===== src/hdl/cscr_defs.vh =====
// constants for the core status and configuration register bank
`ifndef CSCR_DEFS_VH
`define CSCR_DEFS_VH
// register addresses on the plain register port
`define CSCR_ADDR_W 2
`define CSCR_ADDR_STATUS 2'h0
`define CSCR_ADDR_CONFIG 2'h1
// reset values
`define CSCR_CFG_RESET 16'h0020
`define CSCR_SR_RESET 16'h0000
// status bit positions
`define CSCR_SR_OA 15
`define CSCR_SR_OB 14
`define CSCR_SR_SA 13
`define CSCR_SR_SB 12
`define CSCR_SR_OAB 11
`define CSCR_SR_SAB 10
`define CSCR_SR_DA 9
`define CSCR_SR_DC 8
`define CSCR_SR_IPL_HI 7
`define CSCR_SR_IPL_LO 5
`define CSCR_SR_RA 4
`define CSCR_SR_N 3
`define CSCR_SR_OV 2
`define CSCR_SR_Z 1
`define CSCR_SR_C 0
// configuration bit positions
`define CSCR_CF_US 12
`define CSCR_CF_EDT 11
`define CSCR_CF_DL_HI 10
`define CSCR_CF_DL_LO 8
`define CSCR_CF_DL1 9
`define CSCR_CF_DL0 8
`define CSCR_CF_ACC_A_CLAMP_EN 7
`define CSCR_CF_ACC_B_CLAMP_EN 6
`define CSCR_CF_STORE_CLAMP_EN 5
`define CSCR_CF_SUPER_CLAMP_SEL 4
`define CSCR_CF_TRAP_LEVEL_FLAG 3
`define CSCR_CF_PSV 2
`define CSCR_CF_RND 1
`define CSCR_CF_IF 0
// loop nest level limits, priority level and mcu flag widths
`define CSCR_DL_W 3
`define CSCR_DL_ZERO 3'h0
`define CSCR_DL_ONE 3'h1
`define CSCR_DL_MAX 3'h7
`define CSCR_IPL_W 3
`define CSCR_MCU_W 5
`endif


===== src/hdl/cscr_shadow.v =====
// one-deep shadow holding register
`timescale 1ns/100ps
`default_nettype none
module cscr_shadow #(
    parameter W = 16
) (
    input wire i_ref_clk,
    input wire i_rstn,
    input wire i_save,
    input wire [W-1:0] i_live,
    output wire [W-1:0] o_saved
);
    reg [W-1:0] held_q;
    // capture the live value when asked, one entry only
    always @(posedge i_ref_clk) begin
        if (!i_rstn) begin
            held_q <= {W{1'b0}};
        end else if (i_save) begin
            held_q <= i_live;
        end
    end
    assign o_saved = held_q;
endmodule // cscr_shadow
`default_nettype wire


===== src/hdl/cscr_regs.v =====
// core status and configuration register bank with loop and flag shadows
// What this block does
// - configuration register resets to 0020 hex
// - loop setup copies loop count, first and last address into shadows
// - push-shadow saves mcu flags and work regs 0-3; pop-shadow restores them
// - shadows are one deep and have no software access
// - nest level reads 0 idle, 1 single loop, depth when nested
// - upper two nest level bits read only; hardware tracks up to seven levels
// - writing 1 to early exit ends loop after iteration; reads zero
// - bit 12 selects unsigned multiply; bits 15-13 read zero
// - bit 0 selects integer multiply, else fractional
// - bits 7 and 6 enable saturation of accumulators a and b
// - bit 5 enables saturation of dsp writes to data space
// - bit 4 selects 9.31 super saturation, else 1.31 normal
// - bit 1 selects biased rounding, else convergent
// - bit 2 makes program space visible in data space
// - bit 3 shows trap active; software clears only; top priority bit
// - status bits 7-5 hold low priority bits; effective adds eight on trap
// - sticky saturation flags stay set; software may only clear them
// - bit 10 is or of sticky flags; clearing it clears both
// - bits 15,14 read-only overflow flags; bit 11 their or
// - bit 8 half carry from datapath, software writable
// - bits 3-0 negative, overflow, zero, carry; software writable
// - loop active set at first loop instruction, cleared after final pass
// - carry acts as inverted borrow on subtract
// - trap bit set only by hardware trap, cleared after service
//
// The strobed register port and the address map were decided locally.
`timescale 1ns/100ps
`default_nettype none
`include "cscr_defs.vh"
module cscr_regs (
    input wire i_ref_clk,
    input wire i_rstn,
    // register port
    input wire [`CSCR_ADDR_W-1:0] i_addr,
    input wire [15:0] i_wdata,
    input wire i_wr,
    input wire i_rd,
    output reg [15:0] o_rdata,
    // datapath flag updates
    input wire i_mcu_upd,
    input wire i_sub_op,
    input wire i_res_neg,
    input wire i_res_ovf,
    input wire i_res_zero,
    input wire i_carry_out,
    input wire i_half_carry_out,
    input wire i_dsp_upd,
    input wire i_acc_a_ovf,
    input wire i_acc_b_ovf,
    input wire i_acc_a_sat_evt,
    input wire i_acc_b_sat_evt,
    input wire i_repeat_active,
    // exception logic
    input wire i_trap_set,
    input wire i_trap_done,
    input wire i_ipl_load,
    input wire [`CSCR_IPL_W-1:0] i_ipl_value,
    // loop sequencing
    input wire i_loop_setup,
    input wire [15:0] i_loop_count,
    input wire [23:0] i_loop_first,
    input wire [23:0] i_loop_last,
    input wire i_loop_first_exec,
    input wire i_loop_done,
    input wire [15:0] i_loop_count_live,
    // shadow push and pop
    input wire i_push_shadow,
    input wire i_pop_shadow,
    input wire [63:0] i_work_regs_low,
    output reg [63:0] o_work_regs_low,
    output reg o_work_restore,
    // loop register restore
    output reg o_loop_restore,
    output reg [15:0] o_loop_count_reg,
    output reg [23:0] o_loop_first_addr,
    output reg [23:0] o_loop_last_addr,
    output reg o_loop_early_exit,
    // live register views and mode selects
    output wire [15:0] o_core_status_reg,
    output wire [15:0] o_core_config_reg,
    output wire [3:0] o_cpu_priority_level,
    output wire o_multiplier_unsigned_sel,
    output wire o_multiplier_integer_sel,
    output wire o_acc_a_clamp_en,
    output wire o_acc_b_clamp_en,
    output wire o_store_clamp_en,
    output wire o_super_clamp_sel,
    output wire o_round_mode_sel,
    output wire o_prog_window_en
);
    // ******************************************************************
    // state
    // ******************************************************************
    reg acc_a_ovf_q;
    reg acc_b_ovf_q;
    reg acc_a_clamp_q;
    reg acc_b_clamp_q;
    reg loop_active_q;
    reg repeat_active_q;
    reg half_carry_q;
    reg neg_q;
    reg ovf_q;
    reg zero_q;
    reg carry_q;
    reg [`CSCR_IPL_W-1:0] ipl_q;
    reg trap_level_q;
    reg [`CSCR_DL_W-1:0] nest_q;
    reg unsigned_q;
    reg integer_q;
    reg acc_a_clamp_en_q;
    reg acc_b_clamp_en_q;
    reg store_clamp_en_q;
    reg super_clamp_sel_q;
    reg psv_q;
    reg rnd_q;
    // i_loop_count_live is a spare input and is not used here
    // write decodes for the two mapped addresses
    wire wr_sr = i_wr && (i_addr == `CSCR_ADDR_STATUS);
    wire wr_cf = i_wr && (i_addr == `CSCR_ADDR_CONFIG);
    // every configuration bit resets from one constant
    wire [15:0] cfg_rst = `CSCR_CFG_RESET;
    // shadow outputs, never on the read path
    wire [`CSCR_MCU_W-1:0] mcu_saved;
    wire [63:0] work_saved;
    wire [63:0] loop_saved;
    // ******************************************************************
    // one-deep shadows, no software path
    // ******************************************************************
    // loop registers shadowed on loop setup
    cscr_shadow #(.W(64)) u_loop_sh (
        .i_ref_clk(i_ref_clk),
        .i_rstn(i_rstn),
        .i_save(i_loop_setup),
        .i_live({i_loop_count, i_loop_first, i_loop_last}),
        .o_saved(loop_saved)
    );
    // mcu flags shadowed on push
    cscr_shadow #(.W(`CSCR_MCU_W)) u_mcu_sh (
        .i_ref_clk(i_ref_clk),
        .i_rstn(i_rstn),
        .i_save(i_push_shadow),
        .i_live({half_carry_q, neg_q, ovf_q, zero_q, carry_q}),
        .o_saved(mcu_saved)
    );
    // work regs 0-3 shadowed on push
    cscr_shadow #(.W(64)) u_work_sh (
        .i_ref_clk(i_ref_clk),
        .i_rstn(i_rstn),
        .i_save(i_push_shadow),
        .i_live(i_work_regs_low),
        .o_saved(work_saved)
    );
    // ******************************************************************
    // status register
    // ******************************************************************
    // dsp flags: overflow live, saturation sticky with set over clear
    always @(posedge i_ref_clk) begin
        if (!i_rstn) begin
            acc_a_ovf_q <= 1'b0;
            acc_b_ovf_q <= 1'b0;
            acc_a_clamp_q <= 1'b0;
            acc_b_clamp_q <= 1'b0;
            repeat_active_q <= 1'b0;
        end else begin
            if (i_dsp_upd) begin
                acc_a_ovf_q <= i_acc_a_ovf;
                acc_b_ovf_q <= i_acc_b_ovf;
            end
            repeat_active_q <= i_repeat_active;
            if (i_acc_a_sat_evt) begin
                acc_a_clamp_q <= 1'b1;
            end else if (wr_sr && (!i_wdata[`CSCR_SR_SA] || !i_wdata[`CSCR_SR_SAB])) begin
                acc_a_clamp_q <= 1'b0;
            end
            if (i_acc_b_sat_evt) begin
                acc_b_clamp_q <= 1'b1;
            end else if (wr_sr && (!i_wdata[`CSCR_SR_SB] || !i_wdata[`CSCR_SR_SAB])) begin
                acc_b_clamp_q <= 1'b0;
            end
        end
    end
    // mcu flags: pop, then datapath, then software write
    always @(posedge i_ref_clk) begin
        if (!i_rstn) begin
            half_carry_q <= 1'b0;
            neg_q <= 1'b0;
            ovf_q <= 1'b0;
            zero_q <= 1'b0;
            carry_q <= 1'b0;
        end else if (i_pop_shadow) begin
            {half_carry_q, neg_q, ovf_q, zero_q, carry_q} <= mcu_saved;
        end else if (i_mcu_upd) begin
            half_carry_q <= i_half_carry_out;
            neg_q <= i_res_neg;
            ovf_q <= i_res_ovf;
            zero_q <= i_res_zero;
            // subtract hands over a borrow, stored inverted
            carry_q <= i_sub_op ? ~i_carry_out : i_carry_out;
        end else if (wr_sr) begin
            half_carry_q <= i_wdata[`CSCR_SR_DC];
            neg_q <= i_wdata[`CSCR_SR_N];
            ovf_q <= i_wdata[`CSCR_SR_OV];
            zero_q <= i_wdata[`CSCR_SR_Z];
            carry_q <= i_wdata[`CSCR_SR_C];
        end
    end
    // priority level: exception entry wins over software
    always @(posedge i_ref_clk) begin
        if (!i_rstn) begin
            ipl_q <= {`CSCR_IPL_W{1'b0}};
        end else if (i_ipl_load) begin
            ipl_q <= i_ipl_value;
        end else if (wr_sr) begin
            ipl_q <= i_wdata[`CSCR_SR_IPL_HI:`CSCR_SR_IPL_LO];
        end
    end
    // ******************************************************************
    // loop tracking
    // ******************************************************************
    // active flag and nest level driven by loop events
    always @(posedge i_ref_clk) begin
        if (!i_rstn) begin
            loop_active_q <= 1'b0;
            nest_q <= cfg_rst[`CSCR_CF_DL_HI:`CSCR_CF_DL_LO];
            o_loop_restore <= 1'b0;
            o_loop_count_reg <= 16'h0000;
            o_loop_first_addr <= 24'h000000;
            o_loop_last_addr <= 24'h000000;
        end else begin
            o_loop_restore <= 1'b0;
            // depth stops at seven; only bit 0 is open to software
            if (i_loop_setup && i_loop_done) begin
                nest_q <= nest_q; // one ends as another begins
            end else if (i_loop_setup) begin
                if (nest_q != `CSCR_DL_MAX) begin
                    nest_q <= nest_q + `CSCR_DL_ONE;
                end
            end else if (i_loop_done && (nest_q != `CSCR_DL_ZERO)) begin
                nest_q <= nest_q - `CSCR_DL_ONE;
                if (nest_q != `CSCR_DL_ONE) begin
                    o_loop_restore <= 1'b1;
                    {o_loop_count_reg, o_loop_first_addr, o_loop_last_addr} <= loop_saved;
                end
            end else if (wr_cf) begin
                nest_q[0] <= i_wdata[`CSCR_CF_DL0];
            end
            if (i_loop_first_exec) begin
                loop_active_q <= 1'b1;
            end else if (i_loop_done && (nest_q == `CSCR_DL_ONE) && !i_loop_setup) begin
                loop_active_q <= 1'b0;
            end
        end
    end
    // early exit is a write-one pulse, never stored
    // a request while no loop runs is dropped
    always @(posedge i_ref_clk) begin
        if (!i_rstn) begin
            o_loop_early_exit <= 1'b0;
        end else begin
            o_loop_early_exit <= wr_cf && i_wdata[`CSCR_CF_EDT] && loop_active_q;
        end
    end
    // ******************************************************************
    // configuration register
    // ******************************************************************
    // mode bits and trap level
    always @(posedge i_ref_clk) begin
        if (!i_rstn) begin
            unsigned_q <= cfg_rst[`CSCR_CF_US];
            acc_a_clamp_en_q <= cfg_rst[`CSCR_CF_ACC_A_CLAMP_EN];
            acc_b_clamp_en_q <= cfg_rst[`CSCR_CF_ACC_B_CLAMP_EN];
            store_clamp_en_q <= cfg_rst[`CSCR_CF_STORE_CLAMP_EN];
            super_clamp_sel_q <= cfg_rst[`CSCR_CF_SUPER_CLAMP_SEL];
            psv_q <= cfg_rst[`CSCR_CF_PSV];
            rnd_q <= cfg_rst[`CSCR_CF_RND];
            integer_q <= cfg_rst[`CSCR_CF_IF];
            trap_level_q <= cfg_rst[`CSCR_CF_TRAP_LEVEL_FLAG];
        end else begin
            if (wr_cf) begin
                unsigned_q <= i_wdata[`CSCR_CF_US];
                acc_a_clamp_en_q <= i_wdata[`CSCR_CF_ACC_A_CLAMP_EN];
                acc_b_clamp_en_q <= i_wdata[`CSCR_CF_ACC_B_CLAMP_EN];
                store_clamp_en_q <= i_wdata[`CSCR_CF_STORE_CLAMP_EN];
                super_clamp_sel_q <= i_wdata[`CSCR_CF_SUPER_CLAMP_SEL];
                psv_q <= i_wdata[`CSCR_CF_PSV];
                rnd_q <= i_wdata[`CSCR_CF_RND];
                integer_q <= i_wdata[`CSCR_CF_IF];
            end
            // trap entry beats a software clear in the same cycle
            if (i_trap_set) begin
                trap_level_q <= 1'b1;
            end else if (i_trap_done || (wr_cf && !i_wdata[`CSCR_CF_TRAP_LEVEL_FLAG])) begin
                trap_level_q <= 1'b0;
            end
        end
    end
    // ******************************************************************
    // shadow restore of work regs and read path
    // ******************************************************************
    // work regs 0-3 handed back on pop
    always @(posedge i_ref_clk) begin
        if (!i_rstn) begin
            o_work_regs_low <= 64'h0000000000000000;
            o_work_restore <= 1'b0;
        end else begin
            o_work_restore <= i_pop_shadow;
            if (i_pop_shadow) begin
                o_work_regs_low <= work_saved;
            end
        end
    end
    // assembled register views
    assign o_core_status_reg = {acc_a_ovf_q, acc_b_ovf_q, acc_a_clamp_q, acc_b_clamp_q,
        acc_a_ovf_q | acc_b_ovf_q, acc_a_clamp_q | acc_b_clamp_q,
        loop_active_q, half_carry_q, ipl_q, repeat_active_q,
        neg_q, ovf_q, zero_q, carry_q};
    // configuration view: unused bits and early exit read zero
    assign o_core_config_reg = {3'h0, unsigned_q, 1'b0, nest_q,
        acc_a_clamp_en_q, acc_b_clamp_en_q, store_clamp_en_q, super_clamp_sel_q, trap_level_q, psv_q, rnd_q, integer_q};
    assign o_cpu_priority_level = {trap_level_q, ipl_q};
    // mode selects straight from their flops
    assign o_multiplier_unsigned_sel = unsigned_q;
    assign o_multiplier_integer_sel = integer_q;
    assign o_acc_a_clamp_en = acc_a_clamp_en_q;
    assign o_acc_b_clamp_en = acc_b_clamp_en_q;
    assign o_store_clamp_en = store_clamp_en_q;
    assign o_super_clamp_sel = super_clamp_sel_q;
    assign o_round_mode_sel = rnd_q;
    assign o_prog_window_en = psv_q;
    // read data one cycle after the read strobe, zero otherwise
    always @(posedge i_ref_clk) begin
        if (!i_rstn) begin
            o_rdata <= 16'h0000;
        end else if (i_rd && (i_addr == `CSCR_ADDR_STATUS)) begin
            o_rdata <= o_core_status_reg;
        end else if (i_rd && (i_addr == `CSCR_ADDR_CONFIG)) begin
            o_rdata <= o_core_config_reg;
        end else begin
            o_rdata <= 16'h0000;
        end
    end
endmodule // cscr_regs
`default_nettype wire


===== config.mk =====
export PLATFORM = sky130hd
export DESIGN_NAME = cscr_regs
export DESIGN_NICKNAME = d
export VERILOG_FILES = /design/src/hdl/cscr_shadow.v /design/src/hdl/cscr_regs.v
export VERILOG_INCLUDE_DIRS = /design/src /design/src/hdl
export SDC_FILE = /design/constraint.sdc
export NUM_CORES = 1
export LEC_CHECK = 0
export ABC_AREA = 1
export BUFFER_PORTS_ARGS = -buffer_cell sky130_fd_sc_hd__buf_2
export CORE_MARGIN = 10
export CORE_UTILIZATION = 54
export DETAILED_ROUTE_END_ITERATION = 6
export HOLD_SLACK_MARGIN = 0.05
export PLACE_DENSITY = 0.87
export SKIP_LAST_GASP = 1
export SLEW_MARGIN = 0
export SYNTH_ARGS = -nofsm -noshare
export SYNTH_HDL_FRONTEND = slang
export SYNTH_SLANG_ARGS = --single-unit

===== constraint.sdc =====
create_clock -name i_ref_clk -period 2.86 [get_ports i_ref_clk]
set_clock_uncertainty 0.15 [all_clocks]
set_input_delay 0.143 -clock i_ref_clk [delete_from_list [all_inputs] [get_ports i_ref_clk]]
set_output_delay 0.143 -clock i_ref_clk [all_outputs]
set_load 0.005 [all_outputs]

# [Yosys cells after proc, flatten, opt, wreduce, memory -nomap -nowiden]
# Cells that the tools add are included.
[totals] register_bits=306 in_bits=190 output_inout_bits=191 elab_cells=117
[classes] n_addsub=2 eq_ne=5 mux=34 bitwise=7 n_reduce_logical=35
[op_table] cell="1-bit 2-to-1 mux" count=27
[op_table] cell="16-bit 2-to-1 mux" count=1
[op_table] cell="1-bit logical AND" count=13
[op_table] cell="13-bit 2-to-1 mux" count=1
[op_table] cell="3-bit 2-to-1 mux" count=4
[op_table] cell="2-bit nonzero test" count=6
[op_table] cell="3-bit nonzero test" count=3
[op_table] cell="3-bit AND reduction" count=2
[op_table] cell="1-bit zero test" count=5
[op_table] cell="1-bit inverter" count=5
[op_table] cell="4-bit AND reduction" count=1
[op_table] cell="4-bit OR reduction" count=1
[op_table] cell="3-bit by 1-bit adder with 3-bit output (second input constant)" count=1
[op_table] cell="3-bit by 1-bit equality test with 1-bit output (second input constant)" count=1
[op_table] cell="1-bit logical OR" count=3
[op_table] cell="3-bit by 1-bit inequality test with 1-bit output (second input constant)" count=1
[op_table] cell="3-bit inequality test (second input constant)" count=1
[op_table] cell="3-bit by 1-bit subtractor with 3-bit output (second input constant)" count=1
[op_table] cell="2-bit by 1-bit equality test with 1-bit output (second input constant)" count=1
[op_table] cell="2-bit zero test" count=1
[op_table] cell="2-bit 2-to-1 mux" count=1
[op_table] cell="2-bit by 1-bit inequality test with 1-bit output (second input constant)" count=1
[op_table] cell="1-bit OR" count=2

# [Longest topological paths before layout]
[depth] ltp_word=6 mapped_depth=10

# [Modules after synthesis]
# From an unflattened synthesis, not the netlist that was laid out.
[hier_totals] hier_cells=1681 hier_area_um2=12191.7
[modules_own_cells] module="cscr_regs" n_inst=1 cells_per_inst=840 area_per_inst_um2=6646.4 seq_area_each_um2=3463.3
[modules_own_cells] module="cscr_shadow at u_loop_sh ..." n_inst=2 cells_per_inst=405 area_per_inst_um2=2670.1 seq_area_each_um2=1281.2
[modules_own_cells] module="cscr_shadow at u_mcu_sh" n_inst=1 cells_per_inst=31 area_per_inst_um2=205.2 seq_area_each_um2=100.1

# [Least setup slack after synthesis]
# Ideal clock, no wire load.
[synth_timing] kind="flip-flop to flip-flop" startpoint="register nest_q[0]" endpoint="register o_loop_first_addr[10]" setup_time_ns=0.119 t_arrival_ns=1.291 required_ns=2.591 path_slack_ns=1.300 stages_incl_launch_ff=9 synth_period_minus_slack_ns=1.560 path_cell_list="dfxtp_1 -> inv_1 -> ha_1 -> nand2_1 -> nand3_2 -> buf_6 -> buf_4 -> o21ai_1 -> a21oi_1"
[synth_between] elab_chain_len=3
[synth_lines] element="from (decl)" line_no="cscr_regs.v:109" text="reg [`CSCR_DL_W-1:0] nest_q;"
[synth_lines] element="from (signal assigned)" line_no="cscr_regs.v:226" text="nest_q <= cfg_rst[`CSCR_CF_DL_HI:`CSCR_CF_DL_LO];"
[synth_lines] element="from (signal assigned)" line_no="cscr_regs.v:235" text="nest_q <= nest_q;"
[synth_lines] element="from (signal assigned)" line_no="cscr_regs.v:238" text="nest_q <= nest_q + `CSCR_DL_ONE;"
[synth_lines] element="3-bit nonzero test (no line)"
[synth_lines] element="1-bit logical AND" line_no="cscr_regs.v:240" text="end else if (i_loop_done && (nest_q != `CSCR_DL_ZERO)) begin"
[synth_lines] element="4-bit AND reduction (no line) *"
[synth_lines] element="to (signal assigned)" line_no="cscr_regs.v:244" text="{o_loop_count_reg, o_loop_first_addr, o_loop_last_addr} <= loop_saved;"
[synth_lines] element="to (decl)" line_no="cscr_regs.v:77" text="output reg [23:0] o_loop_first_addr,"
# Mark *: on every way between the ends. The rest lies on a longest branch, timed or not.
# A chain may end at the register's enable or synchronous reset.

# [Worst setup path after layout]
[layout_timing] startpoint="register nest_q[0]" endpoint="register nest_q[0]"
[layout_between] elab_chain_len=4
[layout_lines] element="parallel branches: the longest is 4 deep, another holds 3-bit by 1-bit subtractor with 3-bit output"
# Parallel ways; which one is timed is not known. The select of a mux whose other input is x is not followed.

==> flow_summary_export.csv <==
group,metric,value,unit
status,status,"finished, violations left",
status,violations,"DRC",
sta,fin_tns_setup,0,ps
power,p_leak,7.582,nW
clock_network,cts_root_buf,"clkbuf_16",
global_route,grt_first_pass_wirelength,71.82,mm
critical_path,required,3190,ps
sta,slew_headroom,52.75,%
clock_network,path_clk_slew,60,ps
worst_hold_path,hp-start,"i_push_shadow",
place,io_buffer_count,357,
yosys,synth-edff-count,0,
critical_path,cp-end-kind,"register",
floorplanning,num_io_pins,381,
place,place.gp.congestion,0.8452,
critical_path,critPathArrivalTime,3070,ps
yosys,ys_ff_latch,306,
worst_hold_path,hp-class,"in -> reg",
yosys,postSynthAreaPerCell,7.844,um^2
yosys,synth_ff_type,"dfxtp_1",
floorplanning,initial_core_util,54.83,%
flow_run,cap_violations,0,
clock_network,cts-htree-levels,1,
yosys,synth-seq-area-share,55.39,%
yosys,syn-cell-area,11060,um^2
yosys,async_reset_ff_share,0,%
global_route,grt_pass1_vias,12930,
sta,fin_ws,115.3,ps
critical_path,timing.rr.start,"nest_q[0]",
place,hpwl,22.01,mm
clock_network,clkLatencyLatePin,540,ps
sta,finalSetupViolCount,0,
drt,wl_per_cell,20.72,um
clock_network,cts_tree,"built",
critical_path,cp_max_fo,6,
cells_and_area,final_nets,2120,
worst_hold_path,whs_endpoint,"u_work_sh.o_saved[23]",
power,cellPowerDensity,641.1,nW/um^2
drt,totalWireLength,46.06,mm
global_route,grt_max_degree,114,
yosys,synth_area_leaders,"dfxtp_1 (55%), nor2_1 (14%), o21ai_0 (11%)",
power,total_power,10.28,mW
yosys,yosysUniqueCellTypes,24,
critical_path,r2r-end,"nest_q[0]",
floorplanning,die_w,163.1,um
clock_network,cts_buffers,30,
yosys,ys_warn_count,0,
worst_hold_path,hold_path_depth,3,
cells_and_area,utilization,79.50,%
cells_and_area,layout-drive-gt1-share,21.89,%
floorplanning,die_y,163.1,um
floorplanning,dieArea,26600,um^2
critical_path,worstSetupStartpointType,"register",
sta,worst_pin_slew,706.7,ps
sta,maxSlewViolCount,0,
sta,rsz0062_at_grt,"no",
global_route,antenna_found_initial,6,
sta,timing.fmax,0.3643,GHz
critical_path,rrSetupSlack,120,ps
clock_network,clockBufferDepth,3,
global_route,grt_usage,33.18,%
sta,period_share,95.97,%
clock_network,postCtsSetupBuffers,0,
drt,detail_route.iter0.violations,1711,
clock_network,clock-sinks,306,
sta,fin_crit,2745,ps
global_route,grt_overflow,0,
yosys,yosysTopAreaCell,"dfxtp_1",
drt,drt-pass1-iter-count,7,
floorplanning,rows,52,
critical_path,path_class,"reg -> reg",
power,ir_drop,0.5699,mV
drt,vias,12660,
drt,ant_nets,0,
critical_path,worstRegToRegCells,11,
sta,fin_hold_ws,78.25,ps
drt,drc_errors,3,
cells_and_area,area_growth,44.98,%
place,pre_cts_ws,968.4,ps
yosys,synth_top_area_share,55.39,%
drt,via_per_inst,5.695,
floorplanning,core,20170,um^2
sta,hold_viol_final,0,
yosys,synthCells,1410,
==> Yosys cell counts (2+ instances only) <==
| library cell | n |
|---|---|
| nand2_1 | 62 |
| clkbuf_1 | 44 |
| o21ai_1 | 56 |
| buf_4 | 35 |
| ha_1 | 5 |
| a21oi_1 | 90 |
| buf_2 | 40 |
| inv_1 | 100 |
| nand3_1 | 17 |
| o22ai_1 | 2 |
| o21ai_0 | 235 |
| dfxtp_1 | 306 |
| buf_6 | 3 |
| mux2i_1 | 2 |
| nor2_1 | 402 |
| inv_2 | 3 |
==> repair_timing <==
item	4_1_cts	5_1_grt
hold buffers	233	0
hold endpoints to repair	172	0
endpoints found under the setup margin	0	3
gates resized for setup	0	3
==> metrics by stage <==
step / instances / area (um^2)
3_5_place_dp: 1931 / 12690
2_1_floorplan: 1413 / 11070
6_report: 2223 / 16030
5_1_grt: 2219 / 16020
3_3_place_gp: 1931 / 12690
4_1_cts: 2217 / 16020
==> how the worst max path moves through the flow <==
stage                             from                     to  slack (ps)
after floorplan              nest_q[0]  o_loop_first_addr[10]        1300
after global placement       nest_q[0]    o_loop_count_reg[8]        1150
after detailed placement     nest_q[0]    o_loop_count_reg[7]         970
after CTS                 i_pop_shadow                  ovf_q         220
after global routing      i_pop_shadow                  ovf_q          30
final                        nest_q[0]              nest_q[0]         120
==> cells in the final DEF, fill, tap and decap left out <==
cell,n
o22ai_1,2
clkbuf_16,31
ha_1,5
mux2i_1,2
conb_1,4
dfxtp_1,306
diode_2,7
nand3b_1,1
clkinv_2,9
buf_2,356
inv_6,1
inv_1,99
a22oi_1,1
o21ai_0,234
o21ai_1,57
inv_2,3
xnor2_1,1
or2_2,1
o211ai_1,1
nor3_1,1
nand3_1,17
a21oi_1,90
nand3_4,1
clkbuf_1,3
nand2_1,62
bufinv_16,2
inv_4,1
dlygate4sd3_1,232
clkbuf_8,7
nor2_1,402
buf_6,1
buf_12,4
buf_4,9
==> layout make-up <==
cell class	instances	area, um^2
repair buffers	602	4263
clock inverters	12	113.9
well taps	270	337.8
flip-flops and latches	306	6126
fillers	1061	4135
inverters	103	389.1
diodes	7	17.52
clock buffers	41	883.3
multi-input cells	882	3904
==> critical path, cell delays in order (launching register included) <==
cell and delay (ps):
dfxtp_1 470, inv_1 130, ha_1 220, nand2_1 160
nand2_1 130, nand3_1 90, dlygate4sd3_1 560, nand2_1 50
dlygate4sd3_1 550, nand2_1 70, inv_1 30, nor2_1 70
==> power breakdown <==
part           leakage (nW)  internal [mW]  switching (mW)
clock network         0.504           2.33            1.69
registers              2.53           4.57           0.204
logic                  4.55          0.662           0.822
==> logic make-up after synthesis <==
group	after synthesis	synth area share, %
compound gates	385	17.49
mux	2	0.1810
other cells	1	0.03391
simple gates	485	16.78
flops	306	55.39
fa+ha+maj	5	0.5657
buf+inv	225	9.481
xor+xnor	1	0.07921
==> routing by layer <==
layer	up-vias	track usage (%)	part of all wire [%]
met5	-	0	0
met4	0	20.94	7.0
met3	282	11.43	12
met2	1078	54.64	48
met1	5793	36.00	34
li1	5508	-	-
Power figures use the tool's default switching activity.
